[config.mk]
export PLATFORM = sky130hd
export DESIGN_NAME = smb_cfg_bank
export DESIGN_NICKNAME = d
export VERILOG_FILES = /design/src/core/smb_cfg_pkg.sv /design/src/core/smb_cfg_decode.sv /design/src/core/smb_cfg_bank.sv
export VERILOG_INCLUDE_DIRS = /design/src /design/src/core
export SDC_FILE = /design/constraint.sdc
export NUM_CORES = 1
export LEC_CHECK = 0
export BUFFER_PORTS_ARGS = -buffer_cell sky130_fd_sc_hd__buf_2
export CORE_MARGIN = 8
export CORE_UTILIZATION = 54
export DETAILED_ROUTE_END_ITERATION = 12
export GPL_TIMING_DRIVEN = 0
export PLACE_DENSITY = 0.94
export SYNTH_ARGS = -nofsm -noshare
export SYNTH_HDL_FRONTEND = slang
export SYNTH_SLANG_ARGS = --single-unit
[constraint.sdc]
create_clock -name ref_clk -period 2.35 [get_ports ref_clk]
set_input_delay 0.1175 -clock ref_clk [delete_from_list [all_inputs] [get_ports ref_clk]]
set_output_delay 0.1175 -clock ref_clk [all_outputs]
set_load 0.05 [all_outputs]
[src/core/smb_cfg_regs.svh]
// Register offsets, field positions and reset values of the configuration bank.
// Assumes inclusion by its bare name from the decoder and bank modules.
`ifndef SMB_CFG_REGS_SVH
`define SMB_CFG_REGS_SVH
`define OFF_BASE_ADDR 8'h90
`define OFF_HOST_CFG 8'hD2
`define OFF_SLAVE_CMD 8'hD3
`define OFF_SHADOW_ONE 8'hD4
`define OFF_SHADOW_TWO 8'hD5
`define OFF_REVISION 8'hD6
`define BASE_RESET 32'h00000001
`define BYTE_RESET 8'h00
`define BASE_FIELD_HI 15
`define BASE_FIELD_LO 4
`define ROUTE_SMI 3'h0
`define ROUTE_IRQ9 3'h4
`define REVISION_DEFAULT 8'h5A
`endif

[src/core/smb_cfg_pkg.sv]
// Types shared by the configuration bank, its assertion checker and the bench.
// Assumes the offset header sits beside it.
package smb_cfg_pkg;
    // Configuration cycle request as seen by the bank.
    typedef struct packed {
        logic rd;
        logic wr;
        logic [7:0] offset;
        logic [3:0] byte_en;
        logic [31:0] wdata;
    } cfg_req_t;
    typedef enum logic [1:0] {
        route_smi,
        route_irq9,
        route_reserved
    } route_t;
endpackage

[src/core/smb_cfg_decode.sv]
// Byte-lane decoder: says which configuration byte a dword access reaches.
// Assumes dword-aligned configuration cycles with byte enables.
`timescale 1ns/1ps
`include "smb_cfg_regs.svh"
module smb_cfg_decode (
    input wire logic [7:0] offset,
    input wire logic [3:0] byte_en,
    input wire logic [7:0] target,
    output logic hit,
    output logic [1:0] lane
);
    always_comb begin
        hit = (offset[7:2] == target[7:2]) && byte_en[target[1:0]];
        lane = target[1:0];
    end
endmodule

[src/core/smb_cfg_bank.sv]
// Configuration register bank of the system-management-bus controller.
// Assumes one clean config request per cycle on ref_clk, synchronous srst.
// Behaviour
// - Base register bits 31:16 read zero
// - Base field compared with address 15:4
// - Base bits 3:1 always read zero
// - Base bit 0 fixed one, I/O
// - Route field: 000 SMI, 100 IRQ9
// - Host interface enable bit, resets clear
// - Slave command byte matched at port 10h
// - Shadow one address in bits 7:1
// - Shadow two address in bits 7:1
// - Shadow direction bits kept zero by software
// - Revision byte is read-only identifier
`timescale 1ns/1ps
`include "smb_cfg_regs.svh"
module smb_cfg_bank #(
    // Arbitrary revision value, not tied to any part.
    parameter logic [7:0] REVISION = `REVISION_DEFAULT
) (
    input wire logic ref_clk,
    input wire logic srst,
    input wire smb_cfg_pkg::cfg_req_t req,
    input wire logic [15:0] io_addr,
    input wire logic io_valid,
    input wire logic [7:0] bus_addr,
    input wire logic [7:0] bus_cmd,
    output logic [31:0] rdata,
    output logic rvalid,
    output logic io_block_hit,
    output logic host_interface_enable,
    output logic [2:0] interrupt_route_select,
    output logic route_smi,
    output logic route_irq9,
    output logic shadow_one_hit,
    output logic shadow_two_hit,
    output logic slave_cmd_hit
);
    // ********************************************
    // State
    // ********************************************
    typedef struct packed {
        logic [11:0] base_field;
        logic [2:0] interrupt_route_select;
        logic host_interface_enable;
        logic [7:0] slave_command_value;
        logic [6:0] shadow_one_address;
        logic shadow_one_direction;
        logic [6:0] shadow_two_address;
        logic shadow_two_direction;
        logic [31:0] rdata;
        logic rvalid;
        logic io_block_hit;
        logic route_smi;
        logic route_irq9;
        logic shadow_one_hit;
        logic shadow_two_hit;
        logic slave_cmd_hit;
    } state_t;

    state_t st;
    state_t next_st;
    logic [5:0] hit;
    logic [1:0] lane [6];
    logic [7:0] targets [6];
    // Write byte that each decoder slot picks from its own lane of the dword.
    logic [7:0] wbyte [6];
    assign targets[0] = `OFF_BASE_ADDR;
    assign targets[1] = `OFF_BASE_ADDR + 8'h01;
    assign targets[2] = `OFF_HOST_CFG;
    assign targets[3] = `OFF_SLAVE_CMD;
    assign targets[4] = `OFF_SHADOW_ONE;
    assign targets[5] = `OFF_SHADOW_TWO;

    // ********************************************
    // Elaboration checks
    // ********************************************
    // The base field is stored as twelve bits; a header that moves its edges
    // would leave the stored field and the I/O decode compare out of step.
    generate
        if ((`BASE_FIELD_HI - `BASE_FIELD_LO) != 11) begin : g_bad_base
            $error("base field must span twelve address bits");
        end
    endgenerate

    // ********************************************
    // Byte-lane decode
    // ********************************************
    // One decoder per writable byte; the lane never changes for a slot, but
    // keeping it in the decoder lets an offset move without touching this code.
    genvar g;
    generate
        for (g = 0; g < 6; g++) begin : g_dec
            assign wbyte[g] = lane_byte(req.wdata, lane[g]);
            smb_cfg_decode u_dec (
                .offset(req.offset),
                .byte_en(req.byte_en),
                .target(targets[g]),
                .hit(hit[g]),
                .lane(lane[g])
            );
        end
    endgenerate

    // ********************************************
    // Helpers
    // ********************************************
    // Picks one byte of a dword by lane number.
    function automatic logic [7:0] lane_byte(input logic [31:0] d, input logic [1:0] l);
        lane_byte = d[8*l +: 8];
    endfunction

    // Read value of one configuration byte; unmapped bytes read zero, so a
    // probe of a hole in the space never returns stale bus data.
    function automatic logic [7:0] reg_byte(input state_t s, input logic [7:0] off, input logic [7:0] rev);
        case (off)
            `OFF_BASE_ADDR: reg_byte = {s.base_field[3:0], 3'h0, 1'b1};
            `OFF_BASE_ADDR + 8'h01: reg_byte = s.base_field[11:4];
            `OFF_HOST_CFG: reg_byte = {4'h0, s.interrupt_route_select, s.host_interface_enable};
            `OFF_SLAVE_CMD: reg_byte = s.slave_command_value;
            `OFF_SHADOW_ONE: reg_byte = {s.shadow_one_address, s.shadow_one_direction};
            `OFF_SHADOW_TWO: reg_byte = {s.shadow_two_address, s.shadow_two_direction};
            `OFF_REVISION: reg_byte = rev;
            default: reg_byte = 8'h00;
        endcase
    endfunction

    // ********************************************
    // Next state
    // ********************************************
    always_comb begin
        next_st = st;
        if (req.wr) begin
            // Low base byte: only bits 7:4 are storage, bits 3:0 are fixed.
            if (hit[0]) begin
                next_st.base_field[3:0] = wbyte[0][7:4];
            end
            if (hit[1]) begin
                next_st.base_field[11:4] = wbyte[1];
            end
            // Upper base bytes have no storage at all, so no slot decodes them.
            if (hit[2]) begin
                next_st.host_interface_enable = wbyte[2][0];
                next_st.interrupt_route_select = wbyte[2][3:1];
            end
            if (hit[3]) begin
                next_st.slave_command_value = wbyte[3];
            end
            if (hit[4]) begin
                next_st.shadow_one_address = wbyte[4][7:1];
                next_st.shadow_one_direction = wbyte[4][0];
            end
            if (hit[5]) begin
                next_st.shadow_two_address = wbyte[5][7:1];
                next_st.shadow_two_direction = wbyte[5][0];
            end
        end
        // Read data is built from the present state, so a read and a write
        // taken together return the value from before the write.
        // Disabled byte lanes read zero.
        next_st.rvalid = req.rd;
        next_st.rdata = 32'h00000000;
        if (req.rd) begin
            for (int b = 0; b < 4; b++) begin
                if (req.byte_en[b]) begin
                    next_st.rdata[8*b +: 8] = reg_byte(st, {req.offset[7:2], 2'(b)}, REVISION);
                end
            end
        end
        next_st.io_block_hit = io_valid &&
            (io_addr[`BASE_FIELD_HI:`BASE_FIELD_LO] == st.base_field);
        // Routing outputs stay low while the host interface is disabled, so a
        // half-programmed byte never raises an interrupt path.
        // Reserved select codes raise neither output.
        // interrupt routing
        next_st.route_smi = st.host_interface_enable && (st.interrupt_route_select == `ROUTE_SMI);
        next_st.route_irq9 = st.host_interface_enable && (st.interrupt_route_select == `ROUTE_IRQ9);
        next_st.shadow_one_hit = (bus_addr[7:1] == st.shadow_one_address);
        next_st.shadow_two_hit = (bus_addr[7:1] == st.shadow_two_address);
        next_st.slave_cmd_hit = (bus_cmd == st.slave_command_value);
    end

    // ********************************************
    // Registers
    // ********************************************
    always_ff @(posedge ref_clk) begin
        if (srst) begin
            st <= '0;
            st.base_field <= 12'(`BASE_RESET >> `BASE_FIELD_LO);
        end else begin
            st <= next_st;
        end
    end

    // ********************************************
    // Outputs
    // ********************************************
    // Every output is a field of the registered state, so none has a
    // combinational path from the request or match inputs.
    assign rdata = st.rdata;
    assign rvalid = st.rvalid;
    assign io_block_hit = st.io_block_hit;
    assign host_interface_enable = st.host_interface_enable;
    assign interrupt_route_select = st.interrupt_route_select;
    assign route_smi = st.route_smi;
    assign route_irq9 = st.route_irq9;
    assign shadow_one_hit = st.shadow_one_hit;
    assign shadow_two_hit = st.shadow_two_hit;
    assign slave_cmd_hit = st.slave_cmd_hit;
endmodule

==> flow_metrics.env, run 1 <==
export IMPL_status="finished clean"
export IMPL_fin_ws_ps=776.7
export IMPL_max_clock_freq_ghz=0.6356
export IMPL_most_common_layout_cells="sky130_fd_sc_hd__buf_2 (108), sky130_fd_sc_hd__dfxtp_1 (76), sky130_fd_sc_hd__o21ai_0 (36), sky130_fd_sc_hd__buf_4 (35), sky130_fd_sc_hd__a21oi_1 (34)"
export IMPL_max_slew_margin_rel_pct=40.07
export IMPL_final_hold_viol_count=0
export IMPL_postCtsResizedCells=0
export IMPL_cts_setup_buffers=0
export IMPL_worst_setup_path_startpoint="req[41]"
export IMPL_maximum_number_of_pins_on_one_net_before_global_route_repair=13
export IMPL_clock_sink_count=76
export IMPL_slew_violations=0
export IMPL_htree_num_levels=3
export IMPL_die_area_sq_um=9365
export IMPL_globalRouteTotalUtil_pct=21.25
export IMPL_floorplan_die_width_um=96.78
export IMPL_grt_first_pass_wirelength_mm=16.57
export IMPL_die_height_um=96.78
export IMPL_synth_area_sq_um=3523
export IMPL_routed_wire_length_on_met3_um=817
export IMPL_postSynthRegisterBits=76
export IMPL_worst_ir_drop_vdd_mv=0.4894
export IMPL_part_of_the_yosys_area_used_for_sequential_elements_pct=43.18
export IMPL_setup_tns_ps=0
export IMPL_num_antenna_cells=0
export IMPL_floorplan_core_area_sq_um=6314
export IMPL_initial_antenna_violation_count=0
export IMPL_rsz0062_at_grt="no"
export IMPL_first_global_vias=3497
export IMPL_path_class="input pin to flip-flop"
export IMPL_power_density_nw_per_um2=567.4
export IMPL_cts_tree="yes"
export IMPL_cp_data_required_time_ps=2610
export IMPL_area_used_by_sequential_logic_in_the_layout_sq_um=1521
export IMPL_drt_initial_drc_count=336
export IMPL_met2_wirelength_mm=5.125
export IMPL_worst_clock_skew_ps=11.05
export IMPL_ant_nets=0
export IMPL_layout_area_overhead_vs_synth_pct=23.12
export IMPL_clock_buffer_count_from_cts=9
export IMPL_finalSetupViolCount=0
export IMPL_ys_types=33
export IMPL_port_buffer_count=107
export IMPL_hold_class="input pin to flip-flop"
export IMPL_cts_root_buffer_cell="sky130_fd_sc_hd__clkbuf_8"
export IMPL_worst_slew_pin_slew_ps=896.6
export IMPL_synthesis_instances=398
export IMPL_numPlacedInstances=583
export IMPL_post_route_cells_drive_above_1_share_pct=30.96
export IMPL_rr_startpoint="st[53]$_SDFFE_PP0P_"
export IMPL_worst_skew_pair_late_latency_ps=340
export IMPL_gp_routability_congestion=0.9203
export IMPL_finalWorstPathRequiredPeriod_ps=1573
export IMPL_layout_filler_cells=520
export IMPL_worstSetupEndpointType="flip-flop"
export IMPL_detailroute_via_count=3358
export IMPL_number_of_search_and_repair_iterations_in_the_first_detailed_routing_pass=5
export IMPL_design_portCount=124
export IMPL_instances_no_fill=597
export IMPL_total_leakage_power_nw=1.779
export IMPL_routed_wire_length_per_instance_um=17.29
export IMPL_avgSynthCellArea_sq_um=8.853
export IMPL_wl_met1_mm=4.139
export IMPL_worst_r2r_setup_slack_ps=1180
export IMPL_floorplan_initialDensity_pct=55.81
export IMPL_fin_crit_sh_pct=66.95
export IMPL_critical_path_peak_fanout=10
export IMPL_grt_total_ovfl=0
export IMPL_placementRows=29
export IMPL_multi_input_area_sq_um=1648
export IMPL_num_nets_final=598
export IMPL_clock_path_buffers=2
export IMPL_layout_cells_most_common="sky130_fd_sc_hd__buf_2"
export IMPL_cp_arrival_ps=1840
export IMPL_pre_cts_slack_ps=501.4
export IMPL_cts_reportedPaths_clkPinSlew_ps=70
export IMPL_maxCapViolations=0
export IMPL_yosys_warnings=0
export IMPL_cp_start_kind="input pin"
export IMPL_min_from="io_valid"
export IMPL_drt_wl_total_mm=10.32
export IMPL_post_cts_hold_buffer_count=0
export IMPL_detail_route_drc_violations=0
export IMPL_vias_per_cell=5.625
export IMPL_highest_layer="met4"
export IMPL_post_detailed_placement_half_perimeter_wirelength_mm=8.061
==> critical path, stage by stage <==
cell                       delay [ps]
sky130_fd_sc_hd__buf_2            120
sky130_fd_sc_hd__nor4b_2          800
sky130_fd_sc_hd__clkbuf_1         430
sky130_fd_sc_hd__nand3_1          180
sky130_fd_sc_hd__a21oi_1          190
==> final timing paths <==
check	to	depth (start not counted)
max	rdata[10]$_SDFF_PP0_	5
min	io_block_hit$_SDFF_PP0_	3
max reg2reg	shadow_one_hit$_SDFF_PP0_	3
min reg2reg	route_smi$_SDFF_PP0_	2
==> cell usage after synthesis <==
cell                        count  area (sq um)
sky130_fd_sc_hd__a21boi_0       1         7.510
sky130_fd_sc_hd__a21oi_1       34         170.2
sky130_fd_sc_hd__and2_1        12         75.07
sky130_fd_sc_hd__and3_1         6         37.54
sky130_fd_sc_hd__and3b_1        1         8.760
sky130_fd_sc_hd__and4_1         2         17.52
sky130_fd_sc_hd__and4bb_2       1         12.51
sky130_fd_sc_hd__buf_1          2         7.510
sky130_fd_sc_hd__buf_2          1         5.000
sky130_fd_sc_hd__buf_4         35         262.8
sky130_fd_sc_hd__buf_6          1         11.26
sky130_fd_sc_hd__clkbuf_1      19         71.32
sky130_fd_sc_hd__conb_1         1         3.750
sky130_fd_sc_hd__dfxtp_1       76          1521
sky130_fd_sc_hd__mux2i_1       10         100.1
sky130_fd_sc_hd__nand2_1       17         63.81
sky130_fd_sc_hd__nand2b_1      26         162.7
sky130_fd_sc_hd__nand3_1       26         130.1
sky130_fd_sc_hd__nand3b_1       1         7.510
sky130_fd_sc_hd__nand4_1       28         175.2
sky130_fd_sc_hd__nand4b_1       2         17.52
sky130_fd_sc_hd__nand4bb_1      1         11.26
sky130_fd_sc_hd__nor2_1         5         18.77
sky130_fd_sc_hd__nor2b_1        8         50.05
sky130_fd_sc_hd__nor3_1         1         5.000
sky130_fd_sc_hd__nor3_4         1         16.27
sky130_fd_sc_hd__nor4_1         4         25.02
sky130_fd_sc_hd__nor4b_2        1         15.01
sky130_fd_sc_hd__o21ai_0       36         180.2
sky130_fd_sc_hd__o22ai_1        4         25.02
sky130_fd_sc_hd__or4b_1         1         10.01
sky130_fd_sc_hd__xnor2_1       31         271.5
sky130_fd_sc_hd__xor2_1         3         26.28
==> power breakdown <==
part,total (mW),switching (mW),internal (mW)
Clock,0.946,0.471,0.475
Combinational,0.224,0.133,0.0913
Sequential,1.29,0.00205,1.29
==> flip-flops by register name, summed over array words and instances (netlist names) <==
name	cells
host_interface_enable	1
interrupt_route_select	3
io_block_hit	1
rdata	29
route_irq9	1
route_smi	1
rvalid	1
shadow_one_hit	1
shadow_two_hit	1
slave_cmd_hit	1
st	36
==> layer usage <==
metal	vias up	global-route usage (%)
li1	1595	-
met1	1557	24.40
met2	180	36.09
met3	26	5.690
met4	0	9.231
met5	-	0
==> cell families after synthesis <==
family                 share of synthesized area, %
other                                        0.1064
buffers and inverters                         10.16
flip-flops                                    43.18
AND/OR/NAND/NOR                               24.40
AO/OA/AOI/OAI                                 10.87
XOR/XNOR                                      8.452
multiplexers                                  2.841
==> final cells by class <==
type	count	area share (%)
clock inverters	5	1.269
clock buffers	9	2.855
repair buffers	107	12.34
well taps	77	2.221
multi-input cells	265	37.99
plain buffers	58	8.249
flip-flops and latches	76	35.07
==> through the flow <==
step	power [mW]	util [%]	area [sq um]	hold WS, ps
after floorplan	1.436	-	3527	265.2
after global placement	1.535	65.87	4159	378.9
after detailed placement	1.540	65.87	4159	384.6
after CTS	2.459	68.71	4338	24.70
after global routing	2.532	68.71	4338	32.60
final	2.461	68.71	4338	28.16
No activity file was read; power rests on OpenSTA's default activity.
==> inputs of run 2 (changes only) <==
- CORE_UTILIZATION: 54 -> 45
- PLACE_DENSITY: 0.94 -> 0.84
- clock period: 2.35 -> 1.4 ns (I/O delays scaled with it)
==> run 2 against run 1 <==
Against the previous run:
- sequential share of layout area shrank 2.6 points
- largest power group unchanged
- non-clock buffer count increased by 24
- highest routed layer unchanged
- worst hold slack lost 18 ps
- via count up 2.9%
- die area increased by 17%
- routed wire length grew 2.7%
- clock power is 110% higher
- power rose by 87%
- critical path type unchanged
- utilization fell by 7.5 points
- register-to-register slack got worse by 830 ps
- sequential power up 68%
- flip-flop and latch count did not move
==> flow_metrics.env, run 2 (synthesis results as in run 1) <==
export IMPL_final_hold_viol_count=0
export IMPL_layout_area_overhead_vs_synth_pct=32.88
export IMPL_worstSetupEndpointType="flip-flop"
export IMPL_worst_clock_skew_ps=7.461
export IMPL_clock_buffer_count_from_cts=9
export IMPL_rsz0062_at_grt="no"
export IMPL_floorplan_core_area_sq_um=7647
export IMPL_pre_cts_slack_ps=-513.1
export IMPL_clock_path_buffers=2
export IMPL_floorplan_die_width_um=104.5
export IMPL_die_area_sq_um=10920
export IMPL_ant_nets=0
export IMPL_power_frac_seq_pct=47.2
export IMPL_fin_crit_sh_pct=90.72
export IMPL_most_common_layout_cells="sky130_fd_sc_hd__buf_2 (108), sky130_fd_sc_hd__dfxtp_1 (76), sky130_fd_sc_hd__buf_4 (38), sky130_fd_sc_hd__o21ai_0 (36), sky130_fd_sc_hd__a21oi_1 (34)"
export IMPL_grt_total_ovfl=0
export IMPL_slew_violations=0
export IMPL_first_global_vias=3450
export IMPL_crit_reg2reg_capture="shadow_two_hit$_SDFF_PP0_"
export IMPL_critPathCapture="rdata[7]$_SDFF_PP0_"
export IMPL_floorplan_initialDensity_pct=46.07
export IMPL_initial_antenna_violation_count=0
export IMPL_largest_register_ffs=36
export IMPL_worst_r2r_setup_slack_ps=350
export IMPL_detail_route_drc_violations=0
export IMPL_globalRouteTotalUtil_pct=18.88
export IMPL_post_route_cells_drive_above_1_share_pct=30.46
export IMPL_worst_slew_pin_slew_ps=579.5
export IMPL_path_class="input pin to flip-flop"
export IMPL_ff2ff_path_depth=3
export IMPL_maximum_number_of_pins_on_one_net_before_global_route_repair=13
export IMPL_power_density_nw_per_um2=981.5
export IMPL_drt_wl_total_mm=10.60
export IMPL_detailroute_via_count=3454
export IMPL_maxCapViolations=0
export IMPL_clock_sink_count=76
export IMPL_cp_data_required_time_ps=1660
export IMPL_die_height_um=104.5
export IMPL_cp_start_kind="input pin"
export IMPL_p_int_mw=3.582
export IMPL_registers_top_by_ff_count="st"
export IMPL_postLayoutCoreUtil_pct=61.22
export IMPL_critical_path_peak_fanout=10
export IMPL_grt_first_pass_wirelength_mm=16.68
export IMPL_layout_cells_most_common="sky130_fd_sc_hd__buf_2"
export IMPL_design_portCount=124
export IMPL_status="finished clean"
export IMPL_cp_arrival_ps=1530
export IMPL_hold_class="input pin to flip-flop"
export IMPL_share_comb_of_total_power_pct=9.3
export IMPL_finalWorstPathRequiredPeriod_ps=1270
export IMPL_power_clock_fraction_pct=43.6
export IMPL_whs_ps=9.901
export IMPL_max_slew_margin_rel_pct=61.36
export IMPL_worst_setup_path_startpoint="req[43]"
export IMPL_swShare_pct=22.05
export IMPL_cts_root_buffer_cell="sky130_fd_sc_hd__clkbuf_8"
export IMPL_vias_per_cell=5.338
export IMPL_switching_power_mw=1.013
export IMPL_num_nets_final=622
export IMPL_placementRows=32
export IMPL_number_of_search_and_repair_iterations_in_the_first_detailed_routing_pass=5
export IMPL_max_clock_freq_ghz=0.7873
export IMPL_routed_wire_length_per_instance_um=16.39
export IMPL_gp_routability_congestion=0.9218
export IMPL_worst_ir_drop_vdd_mv=0.4275
export IMPL_rr_startpoint="st[43]$_SDFFE_PP0P_"
export IMPL_fin_ws_ps=129.9
export IMPL_num_antenna_cells=0
export IMPL_post_detailed_placement_half_perimeter_wirelength_mm=8.102
export IMPL_worst_skew_pair_late_latency_ps=350
export IMPL_layout_filler_cells=679
export IMPL_cts_tree="yes"
export IMPL_hold_path_depth=3
export IMPL_drt_initial_drc_count=308
export IMPL_port_buffer_count=107
export IMPL_cts_reportedPaths_clkPinSlew_ps=70
export IMPL_htree_num_levels=3
export IMPL_finalSetupViolCount=0
export IMPL_total_leakage_power_nw=1.924
[run 2: cell types whose count changed in the layout (fill, tap and decap cells not counted), sizes merged]
cell,previous run,this run
clkinv,2,0
buf,146,150
clkinvlp,2,1
clkbuf,28,30
bufinv,1,3
dlygate4sd3,0,20
[run 2: worst min-delay path by stage]
stage                     slack [ps]      from                 endpoint
after floorplan                  220  io_valid  io_block_hit$_SDFF_PP0_
final                             10    req[0]      st[47]$_SDFFE_PP0P_
after global placement           330    req[2]      st[49]$_SDFFE_PP0P_
after global routing               4    req[0]      st[47]$_SDFFE_PP0P_
after detailed placement         340    req[3]      st[50]$_SDFFE_PP0P_
after CTS                        0.6   req[12]      st[75]$_SDFFE_PP0P_
[run 2: worst max-delay path: stages]
cell                       delay, ps
sky130_fd_sc_hd__clkbuf_1        300
sky130_fd_sc_hd__and2_1          260
sky130_fd_sc_hd__clkbuf_1        370
sky130_fd_sc_hd__nand2_1         270
sky130_fd_sc_hd__o22ai_1         260
[run 2: area by class of cell]
type	instances	area (sq um)	share of cell area, %
Multi-Input combinational cell	265	1657	35.38
Sequential cell	76	1521	32.50
Timing Repair Buffer	131	778.2	16.62
Buffer	58	359.1	7.670
Clock buffer	11	141.4	3.020
Tap cell	102	127.6	2.726
Clock inverter	4	97.59	2.084
[run 2: metrics by stage]
step	TNS (ps)	power, mW	cell area [sq um]	std cells
after floorplan	0	2.410	3527	399
after global placement	-14210	2.576	4190	608
after detailed placement	-17020	2.585	4190	608
after CTS	0	4.607	4638	643
after global routing	0	4.742	4682	647
final	0	4.595	4682	647
[run 2: what timing repair did]
item | in CTS | in global routing
pin swaps | 0 | 2
hold buffers | 20 | 0
setup buffers | 0 | 4
hold endpoints to repair | 19 | 0
endpoints found under the setup margin | 22 | 14
resized for setup | 1 | 2
[run 2: power groups by stage]
stage	registers, mW	logic, mW	clock network, mW
detailed placement	2.22	0.367	0
global placement	2.22	0.358	0
global route	2.17	0.457	2.12
floorplan	2.22	0.186	0
CTS	2.17	0.416	2.02
finish	2.17	0.426	2.00
[run 2: metal layers]
metal / part of all wire, % / vias up / global-route usage, % / wire length [um]
met5: 0 / - / 0 / 0
met4: 3.8 / 0 / 11.27 / 400
met3: 9.1 / 37 / 5.762 / 965
met2: 46 / 198 / 29.92 / 4930
met1: 41 / 1579 / 21.92 / 4307
li1: - / 1640 / - / -
